### src/common/copc_params.svh
// Behaviour
// - aux gain code sets gain in 3 dB steps, 15=+24, 7=0, 0=-21.
// - stereo beep power bit, mixing to headphone and speaker bits.
// - mono beep power bit, mixing to headphone and speaker bits.
// - headphone power bits clear: common falls, outputs low; set: common up.
// - both shutdown bits set: headphone amp down, outputs low.
// - speaker power clear: speaker blocks down, pins high impedance.
// - save-off clear: power save, positive pin hi-z, negative half supply.
// - mono out enable clear: mono out 2 off, pin at reference.
// - dac and mic bits route signals to mono line output.
// - mono line power clear: line output down and high impedance.
// - mono gain select chooses 6 dB or -17 dB.
// - at or above limit, attenuate 0.5 dB every two sample periods.
// - recovery raises 1 dB at zero crossing, timeout 2048 samples.
// - recovery period 2048 samples, or 512 when period select set.
// - between target and limit, gain is held.
// - speaker power rise starts 2048/512 sample init, control disabled.
// - frame is chip address, read/write, 5-bit address, 8 data bits.
// - chip address high bit 1, low bit strap; mismatch ignored.
// - sample on serial clock rise, shift read data on fall.
// - select rise commits write data and releases data out.
// - power-down pin low holds registers at reset values.
`ifndef COPC_PARAMS_SVH
`define COPC_PARAMS_SVH
// ****
// serial frame
// ****
`define COPC_FRAME_BITS 5'h10
`define COPC_HDR_BITS   5'h08
`define COPC_CHIP_HI    1'b1
`define COPC_RW_READ    1'b1
`define COPC_NUM_REGS   5'h0F
// ****
// register addresses
// ****
`define COPC_A_PM1  4'h0
`define COPC_A_PM2  4'h1
`define COPC_A_SEL1 4'h2
`define COPC_A_SEL2 4'h3
`define COPC_A_MOD2 4'h5
`define COPC_A_TMR  4'h8
`define COPC_A_ALC  4'h9
`define COPC_A_VOL  4'hE
// ****
// field positions
// ****
`define COPC_B_BPS   6
`define COPC_B_BPM   5
`define COPC_B_MONO_LINE_POWER  3
`define COPC_B_SPK_POWER 3
`define COPC_B_HP_LEFT_POWER 2
`define COPC_B_HP_RIGHT_POWER 1
`define COPC_B_MONO_GAIN_SEL  7
`define COPC_B_DAC_TO_MONO  5
`define COPC_B_MIC_TO_MONO  4
`define COPC_B_STEREO_BEEP_TO_SPK 3
`define COPC_B_MONO_BEEP_TO_SPK 2
`define COPC_B_MOUT  0
`define COPC_B_STEREO_BEEP_TO_HP 3
`define COPC_B_MONO_BEEP_TO_HP 2
`define COPC_B_HPLSD 1
`define COPC_B_HPRSD 0
`define COPC_B_SPEAKER_SAVE_OFF  0
`define COPC_B_RECOVERY_PERIOD_SEL  6
`define COPC_B_SPEAKER_LEVEL_CTL_EN  6
// ****
// reset values
// ****
`define COPC_RST_ZERO 8'h00
`define COPC_RST_ALC  8'h40
`define COPC_RST_VOL  8'h07
`define COPC_RST_FSDIV 16'h11B7
// ****
// aux gain mapping
// ****
`define COPC_AUX_STEP_DB 6'h03
`define COPC_AUX_MIN_DB  6'h15
// ****
// level control timing in sample periods; attenuation steps and ceiling
// ****
`define COPC_LIM_FS     1'b1
`define COPC_REC_LONG   13'h0800
`define COPC_REC_SHORT  13'h0200
`define COPC_ZC_TIMEOUT 13'h0800
`define COPC_ATT_LIM    8'h01
`define COPC_ATT_REC    8'h02
`define COPC_ATT_MAX    8'hFF
// ****
// apb map
// ****
`define COPC_APB_FSDIV  8'h00
`define COPC_APB_STATUS 8'h04
`endif

### src/common/copc_pkg.sv
package copc_pkg;
  // level controller phases
  typedef enum logic [1:0] {
    LVL_OFF,
    LVL_INIT,
    LVL_RUN
  } copc_lvl_t;
endpackage : copc_pkg

### src/hw/copc_spk_level.sv
`timescale 1ns/1ps
`include "copc_params.svh"
module copc_spk_level (
  // clock and reset
  input  wire logic       clk_i,
  input  wire logic       rst_i,
  // timing and control
  input  wire logic       fs_tick_i,
  input  wire logic       spk_power_i,
  input  wire logic       level_en_i,
  input  wire logic       period_sel_i,
  // level detectors
  input  wire logic       above_limit_i,
  input  wire logic       below_target_i,
  input  wire logic       zero_cross_i,
  // results
  output logic [7:0]      atten_o,
  output logic            init_busy_o,
  output logic            limiting_o
);
  copc_pkg::copc_lvl_t state_reg, state_next;
  logic [12:0] cnt_reg, cnt_next;
  logic [7:0]  att_reg, att_next;
  logic        ph_reg;
  logic        pwr_prev_reg;

  wire        pwr_rise = spk_power_i & ~pwr_prev_reg;
  wire [12:0] period = period_sel_i ? `COPC_REC_SHORT : `COPC_REC_LONG;
  wire        run_on = (state_reg == copc_pkg::LVL_RUN) & level_en_i;
  wire        lim_on = run_on & above_limit_i;
  wire        rec_on = run_on & ~above_limit_i & below_target_i;
  wire        lim_step = lim_on & fs_tick_i & (ph_reg == `COPC_LIM_FS);
  wire        rec_due = cnt_reg >= period;
  // a missing zero crossing must not stall recovery forever
  wire        rec_step = rec_on & rec_due & (zero_cross_i |
                (cnt_reg >= period + `COPC_ZC_TIMEOUT));
  wire [12:0] cnt_inc = (cnt_reg == 13'h1FFF) ? cnt_reg : cnt_reg + 13'h0001;

  // phase and step selection
  always_comb begin
    state_next = state_reg;
    cnt_next = cnt_reg;
    att_next = att_reg;
    case (state_reg)
      copc_pkg::LVL_OFF: begin
        cnt_next = 13'h0000;
        att_next = 8'h00;
      end
      copc_pkg::LVL_INIT: begin
        if (fs_tick_i) begin
          cnt_next = cnt_inc;
        end
        if (fs_tick_i && cnt_inc >= period) begin
          state_next = copc_pkg::LVL_RUN;
          cnt_next = 13'h0000;
        end
      end
      copc_pkg::LVL_RUN: begin
        if (lim_step) begin
          att_next = (att_reg == `COPC_ATT_MAX) ? att_reg : att_reg + `COPC_ATT_LIM;
        end
        if (!rec_on) begin
          cnt_next = 13'h0000;
        end else if (rec_step) begin
          cnt_next = 13'h0000;
          att_next = (att_reg < `COPC_ATT_REC) ? 8'h00 : att_reg - `COPC_ATT_REC;
        end else if (fs_tick_i) begin
          cnt_next = cnt_inc;
        end
      end
      default: state_next = copc_pkg::LVL_OFF;
    endcase
    if (!spk_power_i) begin
      state_next = copc_pkg::LVL_OFF;
    end else if (pwr_rise) begin
      state_next = copc_pkg::LVL_INIT;
      cnt_next = 13'h0000;
    end
  end

  // state registers
  always_ff @(posedge clk_i) begin
    if (rst_i) begin
      state_reg <= copc_pkg::LVL_OFF;
      cnt_reg <= 13'h0000;
      att_reg <= 8'h00;
      ph_reg <= 1'b0;
      pwr_prev_reg <= 1'b0;
    end else begin
      state_reg <= state_next;
      cnt_reg <= cnt_next;
      att_reg <= att_next;
      ph_reg <= lim_on ? (ph_reg ^ fs_tick_i) : 1'b0;
      pwr_prev_reg <= spk_power_i;
    end
  end

  assign atten_o = att_reg;
  assign init_busy_o = (state_reg == copc_pkg::LVL_INIT);
  assign limiting_o = lim_on;
endmodule : copc_spk_level

### src/hw/copc_top.sv
// The register offsets and the APB interface to the registers were decided locally.
`timescale 1ns/1ps
`include "copc_params.svh"
module copc_top (
  // clock and reset
  input  wire logic        clk_i,
  input  wire logic        rst_i,
  // apb slave
  input  wire logic        psel_i,
  input  wire logic        penable_i,
  input  wire logic        pwrite_i,
  input  wire logic [7:0]  paddr_i,
  input  wire logic [31:0] pwdata_i,
  output logic [31:0]      prdata_o,
  output logic             pready_o,
  output logic             pslverr_o,
  // serial control pins
  input  wire logic        chip_select_n_i,
  input  wire logic        ctrl_serial_clock_i,
  input  wire logic        ctrl_data_in_i,
  output logic             ctrl_data_out_o,
  output logic             ctrl_data_out_oe_o,
  input  wire logic        addr_strap_pin_i,
  input  wire logic        power_down_n_i,
  // speaker level detectors
  input  wire logic        spk_above_limit_i,
  input  wire logic        spk_below_target_i,
  input  wire logic        spk_zero_cross_i,
  // aux input
  output logic [3:0]       aux_gain_code_o,
  output logic [5:0]       aux_gain_db_o,
  // beep paths
  output logic             stereo_beep_power_o,
  output logic             stereo_beep_to_hp_o,
  output logic             stereo_beep_to_spk_o,
  output logic             mono_beep_power_o,
  output logic             mono_beep_to_hp_o,
  output logic             mono_beep_to_spk_o,
  // headphone
  output logic             hp_common_up_o,
  output logic             hp_amp_down_o,
  output logic             hp_out_low_o,
  // speaker and mono out 2
  output logic             spk_blocks_on_o,
  output logic             spk_pos_hiz_o,
  output logic             spk_neg_half_o,
  output logic             mono_out_on_o,
  output logic             mono_out_to_ref_o,
  output logic             mono_out_hiz_o,
  output logic [7:0]       spk_atten_o,
  // mono line output
  output logic             dac_to_mono_o,
  output logic             mic_to_mono_o,
  output logic             mono_line_on_o,
  output logic             mono_line_hiz_o,
  output logic             mono_gain_high_o
);
  // ****
  // pin synchronisers
  // ****
  logic [7:0] sync1_reg;
  logic [7:0] sync2_reg;
  logic       csn_prev_reg;
  logic       clk_prev_reg;

  // every pin passes two flops before any logic reads it
  always_ff @(posedge clk_i) begin
    if (rst_i) begin
      // select and serial clock idle high, so their copies start high: no false edge
      sync1_reg <= 8'h07;
      sync2_reg <= 8'h07;
    end else begin
      sync1_reg <= {spk_zero_cross_i, spk_below_target_i, spk_above_limit_i,
                    addr_strap_pin_i, ctrl_data_in_i, ctrl_serial_clock_i,
                    power_down_n_i, chip_select_n_i};
      sync2_reg <= sync1_reg;
    end
  end

  wire csn_s   = sync2_reg[0];
  wire pdn_s   = sync2_reg[1];
  wire sclk_s  = sync2_reg[2];
  wire din_s   = sync2_reg[3];
  wire strap_s = sync2_reg[4];
  wire above_s = sync2_reg[5];
  wire below_s = sync2_reg[6];
  wire zc_s    = sync2_reg[7];

  // register file reset covers both the system reset and the pin
  wire ctl_rst = rst_i | ~pdn_s;

  // edge detect on the synchronised copies only
  always_ff @(posedge clk_i) begin
    if (rst_i) begin
      csn_prev_reg <= 1'b1;
      clk_prev_reg <= 1'b1;
    end else begin
      csn_prev_reg <= csn_s;
      clk_prev_reg <= sclk_s;
    end
  end

  wire csn_fall  = ~csn_s & csn_prev_reg;
  wire csn_rise  = csn_s & ~csn_prev_reg;
  wire sclk_rise = ~csn_s & sclk_s & ~clk_prev_reg;
  wire sclk_fall = ~csn_s & ~sclk_s & clk_prev_reg;

  // ****
  // serial frame receiver
  // ****
  logic [4:0]  bit_cnt_reg;
  logic [15:0] shift_reg;
  logic [7:0]  tx_reg;
  logic        oe_reg;
  logic [7:0]  regs_reg [0:14];

  wire       frame_open = bit_cnt_reg < `COPC_FRAME_BITS;
  wire       take_bit   = sclk_rise & frame_open;
  // first bit in ends at bit 15: chip address, direction, address, data
  wire       hdr_hi  = shift_reg[15];
  wire       hdr_lo  = shift_reg[14];
  wire       hdr_rw  = shift_reg[13];
  wire [4:0] hdr_adr = shift_reg[12:8];
  // during a read only eight bits have arrived, so the header sits low
  wire       rd_hi   = shift_reg[7];
  wire       rd_lo   = shift_reg[6];
  wire       rd_rw   = shift_reg[5];
  wire [4:0] rd_adr  = shift_reg[4:0];
  wire       wr_match = (hdr_hi == `COPC_CHIP_HI) & (hdr_lo == strap_s);
  wire       rd_match = (rd_hi == `COPC_CHIP_HI) & (rd_lo == strap_s);
  wire       commit = csn_rise & (bit_cnt_reg == `COPC_FRAME_BITS) & wr_match &
                      (hdr_rw != `COPC_RW_READ) & (hdr_adr < `COPC_NUM_REGS);
  wire       rd_start = sclk_fall & (bit_cnt_reg == `COPC_HDR_BITS) & rd_match &
                        (rd_rw == `COPC_RW_READ);
  wire [7:0] rd_val = (rd_adr < `COPC_NUM_REGS) ? regs_reg[rd_adr[3:0]] : 8'h00;
  wire       tx_shift = sclk_fall & oe_reg & (bit_cnt_reg > `COPC_HDR_BITS) & frame_open;

  // bit counter restarts at each select fall
  always_ff @(posedge clk_i) begin
    if (ctl_rst || csn_fall) begin
      bit_cnt_reg <= 5'h00;
      shift_reg <= 16'h0000;
    end else if (take_bit) begin
      bit_cnt_reg <= bit_cnt_reg + 5'h01;
      shift_reg <= {shift_reg[14:0], din_s};
    end
  end

  // read data leaves on falling serial clock edges
  always_ff @(posedge clk_i) begin
    if (ctl_rst || csn_rise) begin
      tx_reg <= 8'h00;
      oe_reg <= 1'b0;
    end else if (rd_start) begin
      tx_reg <= rd_val;
      oe_reg <= 1'b1;
    end else if (tx_shift) begin
      tx_reg <= {tx_reg[6:0], 1'b0};
    end
  end

  assign ctrl_data_out_o = tx_reg[7];
  assign ctrl_data_out_oe_o = oe_reg;

  // ****
  // control register file
  // ****
  // a write lands only when the whole frame is in and select rises
  always_ff @(posedge clk_i) begin
    if (ctl_rst) begin
      for (int i = 0; i < 15; i++) begin
        regs_reg[i] <= `COPC_RST_ZERO;
      end
      regs_reg[`COPC_A_ALC] <= `COPC_RST_ALC;
      regs_reg[`COPC_A_VOL] <= `COPC_RST_VOL;
    end else if (commit) begin
      regs_reg[hdr_adr[3:0]] <= shift_reg[7:0];
    end
  end

  wire [7:0] pm1  = regs_reg[`COPC_A_PM1];
  wire [7:0] pm2  = regs_reg[`COPC_A_PM2];
  wire [7:0] sel1 = regs_reg[`COPC_A_SEL1];
  wire [7:0] sel2 = regs_reg[`COPC_A_SEL2];
  wire [7:0] mod2 = regs_reg[`COPC_A_MOD2];
  wire [7:0] tmr  = regs_reg[`COPC_A_TMR];
  wire [7:0] alc  = regs_reg[`COPC_A_ALC];
  wire [7:0] vol  = regs_reg[`COPC_A_VOL];

  // ****
  // analog path controls
  // ****
  wire spk_pwr  = pm2[`COPC_B_SPK_POWER];
  wire hp_pwr   = pm2[`COPC_B_HP_LEFT_POWER] & pm2[`COPC_B_HP_RIGHT_POWER];
  wire hp_sd    = sel2[`COPC_B_HPLSD] & sel2[`COPC_B_HPRSD];
  wire save_off = mod2[`COPC_B_SPEAKER_SAVE_OFF];
  wire mo_en    = sel1[`COPC_B_MOUT];
  wire line_pwr = pm1[`COPC_B_MONO_LINE_POWER];

  // aux gain in dB is three per code step above the -21 dB of code zero
  assign aux_gain_code_o = vol[3:0];
  assign aux_gain_db_o = 6'(({2'b00, vol[3:0]} * `COPC_AUX_STEP_DB) - `COPC_AUX_MIN_DB);

  // beep routing; the host keeps mono-to-speaker clear when idle
  assign stereo_beep_power_o = pm1[`COPC_B_BPS];
  assign stereo_beep_to_hp_o = sel2[`COPC_B_STEREO_BEEP_TO_HP];
  assign stereo_beep_to_spk_o = sel1[`COPC_B_STEREO_BEEP_TO_SPK];
  assign mono_beep_power_o = pm1[`COPC_B_BPM];
  assign mono_beep_to_hp_o = sel2[`COPC_B_MONO_BEEP_TO_HP];
  assign mono_beep_to_spk_o = sel1[`COPC_B_MONO_BEEP_TO_SPK];

  // headphone common rises only with both power bits set
  assign hp_common_up_o = hp_pwr;
  assign hp_amp_down_o = hp_sd;
  assign hp_out_low_o = ~hp_pwr | hp_sd;

  // speaker group; power-save parks the negative pin at half supply
  assign spk_blocks_on_o = spk_pwr;
  assign spk_pos_hiz_o = ~spk_pwr | ~save_off;
  assign spk_neg_half_o = spk_pwr & ~save_off;
  assign mono_out_hiz_o = ~spk_pwr;
  assign mono_out_on_o = spk_pwr & mo_en;
  assign mono_out_to_ref_o = spk_pwr & ~mo_en;

  // mono line output
  assign dac_to_mono_o = sel1[`COPC_B_DAC_TO_MONO];
  assign mic_to_mono_o = sel1[`COPC_B_MIC_TO_MONO];
  assign mono_line_on_o = line_pwr;
  assign mono_line_hiz_o = ~line_pwr;
  assign mono_gain_high_o = sel1[`COPC_B_MONO_GAIN_SEL];

  // ****
  // sample rate tick and level controller
  // ****
  logic [15:0] fs_div_reg;
  logic [15:0] fs_cnt_reg;
  logic        init_busy;
  logic        limiting;

  // a divider of zero degrades to a tick every clock
  wire fs_tick = fs_cnt_reg >= fs_div_reg;

  always_ff @(posedge clk_i) begin
    if (rst_i || fs_tick) begin
      fs_cnt_reg <= 16'h0000;
    end else begin
      fs_cnt_reg <= fs_cnt_reg + 16'h0001;
    end
  end

  copc_spk_level u_level (
    .clk_i          (clk_i),
    .rst_i          (ctl_rst),
    .fs_tick_i      (fs_tick),
    .spk_power_i    (spk_pwr),
    .level_en_i     (alc[`COPC_B_SPEAKER_LEVEL_CTL_EN]),
    .period_sel_i   (tmr[`COPC_B_RECOVERY_PERIOD_SEL]),
    .above_limit_i  (above_s),
    .below_target_i (below_s),
    .zero_cross_i   (zc_s),
    .atten_o        (spk_atten_o),
    .init_busy_o    (init_busy),
    .limiting_o     (limiting)
  );

  // ****
  // apb slave
  // ****
  logic [31:0] prdata_reg;

  wire apb_setup = psel_i & ~penable_i;
  wire apb_acc   = psel_i & penable_i;
  wire hit_div   = paddr_i == `COPC_APB_FSDIV;
  wire hit_sts   = paddr_i == `COPC_APB_STATUS;
  wire [31:0] sts_word = {22'h000000, limiting, init_busy, spk_atten_o};
  wire [31:0] rd_mux = hit_div ? {16'h0000, fs_div_reg} : (hit_sts ? sts_word : 32'h00000000);

  // read data is captured in setup so it stands through access
  always_ff @(posedge clk_i) begin
    if (rst_i) begin
      prdata_reg <= 32'h00000000;
      fs_div_reg <= `COPC_RST_FSDIV;
    end else begin
      if (apb_setup && !pwrite_i) begin
        prdata_reg <= rd_mux;
      end
      if (apb_acc && pwrite_i && hit_div) begin
        fs_div_reg <= pwdata_i[15:0];
      end
    end
  end

  assign prdata_o = prdata_reg;
  assign pready_o = 1'b1;
  assign pslverr_o = apb_acc & ~hit_div & ~(hit_sts & ~pwrite_i);
endmodule : copc_top

### config.mk
export PLATFORM = sky130hd
export DESIGN_NAME = copc_top
export DESIGN_NICKNAME = d
export VERILOG_FILES = /design/src/common/copc_pkg.sv /design/src/hw/copc_spk_level.sv /design/src/hw/copc_top.sv
export VERILOG_INCLUDE_DIRS = /design/src /design/src/common
export SDC_FILE = /design/constraint.sdc
export NUM_CORES = 1
export LEC_CHECK = 0
export ABC_CLOCK_PERIOD_IN_PS = 4000
export BUFFER_PORTS_ARGS = -buffer_cell sky130_fd_sc_hd__buf_2
export CORE_MARGIN = 2
export CORE_UTILIZATION = 50
export CTS_CLUSTER_DIAMETER = 200
export DETAILED_ROUTE_END_ITERATION = 10
export PLACE_DENSITY = 0.74
export SLEW_MARGIN = 20
export SYNTH_ARGS = -nofsm -noshare
export SYNTH_HDL_FRONTEND = slang
export SYNTH_SLANG_ARGS = --single-unit
### constraint.sdc
create_clock -name clk_i -period 4 [get_ports clk_i]
set_input_delay 0.2 -clock clk_i [delete_from_list [all_inputs] [get_ports clk_i]]
set_output_delay 0.2 -clock clk_i [all_outputs]
set_load 0.02 [all_outputs]
==> impl_results.md <==
* Int Power at 4.25 mW
* Leak pwr at 5.45 nW
* Core area at 24,300 um^2
* Util after Layout at 58.2%
* Post-synth top area share at 31.1%
* Worst-path clk slew at 60 ps
* Post-synth top area cell: edfxtp_1
* CP Max Fanout at 17
* Post-Syn Area per Cell at 10.4 um^2
* Wire per inst at 16.6 um
* Longest Clk Path Bufs at 3
* Clk_skew at 19.9 ps
* Starting Density at 50.8%
* Routability cong. at 0.835
* Post-cts resize count at 0
* Cells after Synth at 1,183
* Post-synth EDFFs at 128
* Pre-Repair DR Iteration Count at 5
* Most numerous cell in the Yosys netlist: edfxtp_1
* Vias at 8,870
* CP required at 4430 ps
* Most frequent cells after synthesis: edfxtp_1 (128), dfxtp_1 (125), and2_1 (122)
* Yosys reg bits at 253
* Setup violators final at 0
* Hold buffer count at CTS at 24
* Mapped cell area at 12,400 um^2
* Setup CP Type: flop to flop
* Maxcap violations at 0
* Sw frac at 21.9%
* Largest net degree at the start of global routing at 53
* Critical Path Max Stage Delay at 480 ps
* Final HPWL DP at 18,400 um
* Initial antenna violation count at 0
* Post-synthesis sequential area ratio at 51.4%
* Clock share of power at 43.6%
* DIE AREA at 26,000 um^2
* Min Clock Period, post-route at 3680 ps
* DR iter-0 viols at 701
* Unique masters post-synth at 66
* Psw at 1.19 mW
* Max reg flops at 128
* Clock Latency Late Sink at 550 ps
* Sequential power share at 51.9%
* R2R Setup Slk at 320 ps
* Fmax at 272 MHz
* CTS tree: done
* Layout cell share with drive strength beyond 1 at 16.7%
* H-tree levels at 1
* Status: finished clean
* Synth warn at 0
* Least-Margin Pin Slew at 943 ps
* Die height at 161 um
* Row Count at 57
* Final Hold Viols at 0
* Crit start category: flop
* Total power at 5.44 mW
* Area contributors post-synth: edfxtp_1 (31%), dfxtp_1 (20%), and2_1 (6.2%)
* Slack of the critical path at 321 ps
* GRT Overall Usage at 20.6%
* TritonCTS buffer count at 27
* Final ANT Viol Nets at 0
* Clk sinks at 253
* Port Buffer Count at 93
* Via density at 5.44
* First-pass GRT wire length at 42,900 um
* Worst vdd ir at 0.378 mV
* Worst relative slew slack at 37.0%
* Setup Fix Bufs, Post-CTS at 0
* I/O pin cnt at 127
* Drt drc at 0
* Crit path arrival time at 4110 ps
* Max-slew violations at 0
* CP Capture Type: flop
* Root Driver: clkbuf_16
* Via count of the first global-routing pass at 8,334
* GRT overflow at 0
* Ys async rst share at 0%
* Final worst-path cycle share at 92.0%
* Total Nets Final at 1,376
* Setup TNS Final at 0 ps
* P&R area growth vs syn at 14.4%
* Slowest-stage cell, CP: dfxtp_1
* Setup slack at placement at 362 ps
* Routed WL at 27,100 um
* Logic pwr share at 4.5%
* Die width at 161 um
* N_diodes at 0
* RSZ-0062 raised after global routing: no
* CP cell instances: ha_1, nand4_1, nor2_1, nand2_1, nand3_1, inv_1, nand3_1, xnor2_1, ha_1, nand2_1, nor2_1, nand4_1, o211ai_2, a21oi_2, buf_4, a21o_1, a32o_1
* Ys flop type: edfxtp_1
* PwrDens at 385 nW/um^2
* Hold Crit Class: input pin to flop
-- cell type report --
type | instances | area (um^2)
clock buffers | 38 | 737
clock inverters | 11 | 100
fillers | 2007 | 10200
inverters | 41 | 154
multi-input cells | 821 | 5500
flip-flops and latches | 253 | 6350
well taps | 324 | 405
repair buffers | 142 | 893
-- per-layer routing --
layer  vias up  wire, um  track usage (%)
met5         -         0                0
met3        40      1430             2.85
met4         0       636             5.36
li1       4342         -                -
met1      4238     12000             27.6
met2       250     13100             35.3
-- critical path: cells and delay by family (launching register included) --
family / cells / cell delay (ps)
xor gates and xnor gates: 1 / 80
AOI/OAI and AO/OA: 4 / 700
and+or+nand+nor: 8 / 1380
DFF: 1 / 480
adders and majority gates: 2 / 660
buffers and inverters: 2 / 260
-- final timing paths --
path,startpoint,end,depth (start not counted)
max,u_level.cnt_reg[0],u_level.cnt_reg[1],17
min reg2reg,sync1_reg[2],sync2_reg[2],1
max reg2reg,u_level.cnt_reg[0],u_level.cnt_reg[1],17
min,paddr_i[1],prdata_o[9],5
-- placed cells by master, fill, tap and decap left out, types with 11 or more instances in the layout --
master / synthesis / routed
a211oi_1: 21 / 21
a21oi_1: 73 / 72
a22oi_1: 14 / 14
and2_1: 122 / 122
and3_1: 11 / 11
buf_2: 20 / 93
buf_4: 22 / 25
clkbuf_16: 0 / 27
conb_1: 2 / 25
dfxtp_1: 125 / 123
dlygate4sd3_1: 0 / 24
edfxtp_1: 128 / 128
ha_1: 37 / 37
inv_1: 41 / 41
mux2i_1: 13 / 13
mux4_2: 32 / 32
nand2_1: 119 / 119
nand2b_1: 19 / 19
nand3_1: 29 / 29
nand4_1: 14 / 14
nor2_1: 87 / 87
nor2b_1: 25 / 25
o21ai_0: 41 / 40
xnor2_1: 14 / 14
xor2_1: 13 / 13
-- power groups by stage --
stage / registers, mW / clock network [mW] / logic (mW)
after floorplan: 2.87 / 0 / 0.154
after global placement: 2.87 / 0 / 0.225
after detailed placement: 2.88 / 0 / 0.228
after CTS: 2.82 / 2.41 / 0.247
after global routing: 2.83 / 2.52 / 0.267
final: 2.82 / 2.37 / 0.247
-- through the flow --
step / instances / hold slack [ps] / cell area (um^2)
finish: 1630 / 114 / 14100
global route: 1630 / 129 / 14100
detailed placement: 1557 / 384 / 13100
floorplan: 1206 / 304 / 12400
global placement: 1557 / 385 / 13100
CTS: 1630 / 98.4 / 14100
-- cells by family (layout without fill, tap and decap cells) --
| family | count (synthesis) | after routing | synth area share, % |
|---|---|---|---|
| AOI/OAI and AO/OA | 201 | 201 | 10.2 |
| xor gates and xnor gates | 27 | 27 | 1.91 |
| adders and majority gates | 37 | 37 | 3.75 |
| buffers and inverters | 132 | 232 | 4.88 |
| DFF | 253 | 253 | 51.4 |
| muxes | 47 | 47 | 7.07 |
| other | 2 | 25 | 0.0608 |
| and+or+nand+nor | 484 | 484 | 20.7 |
Power figures use the tool's default switching activity.
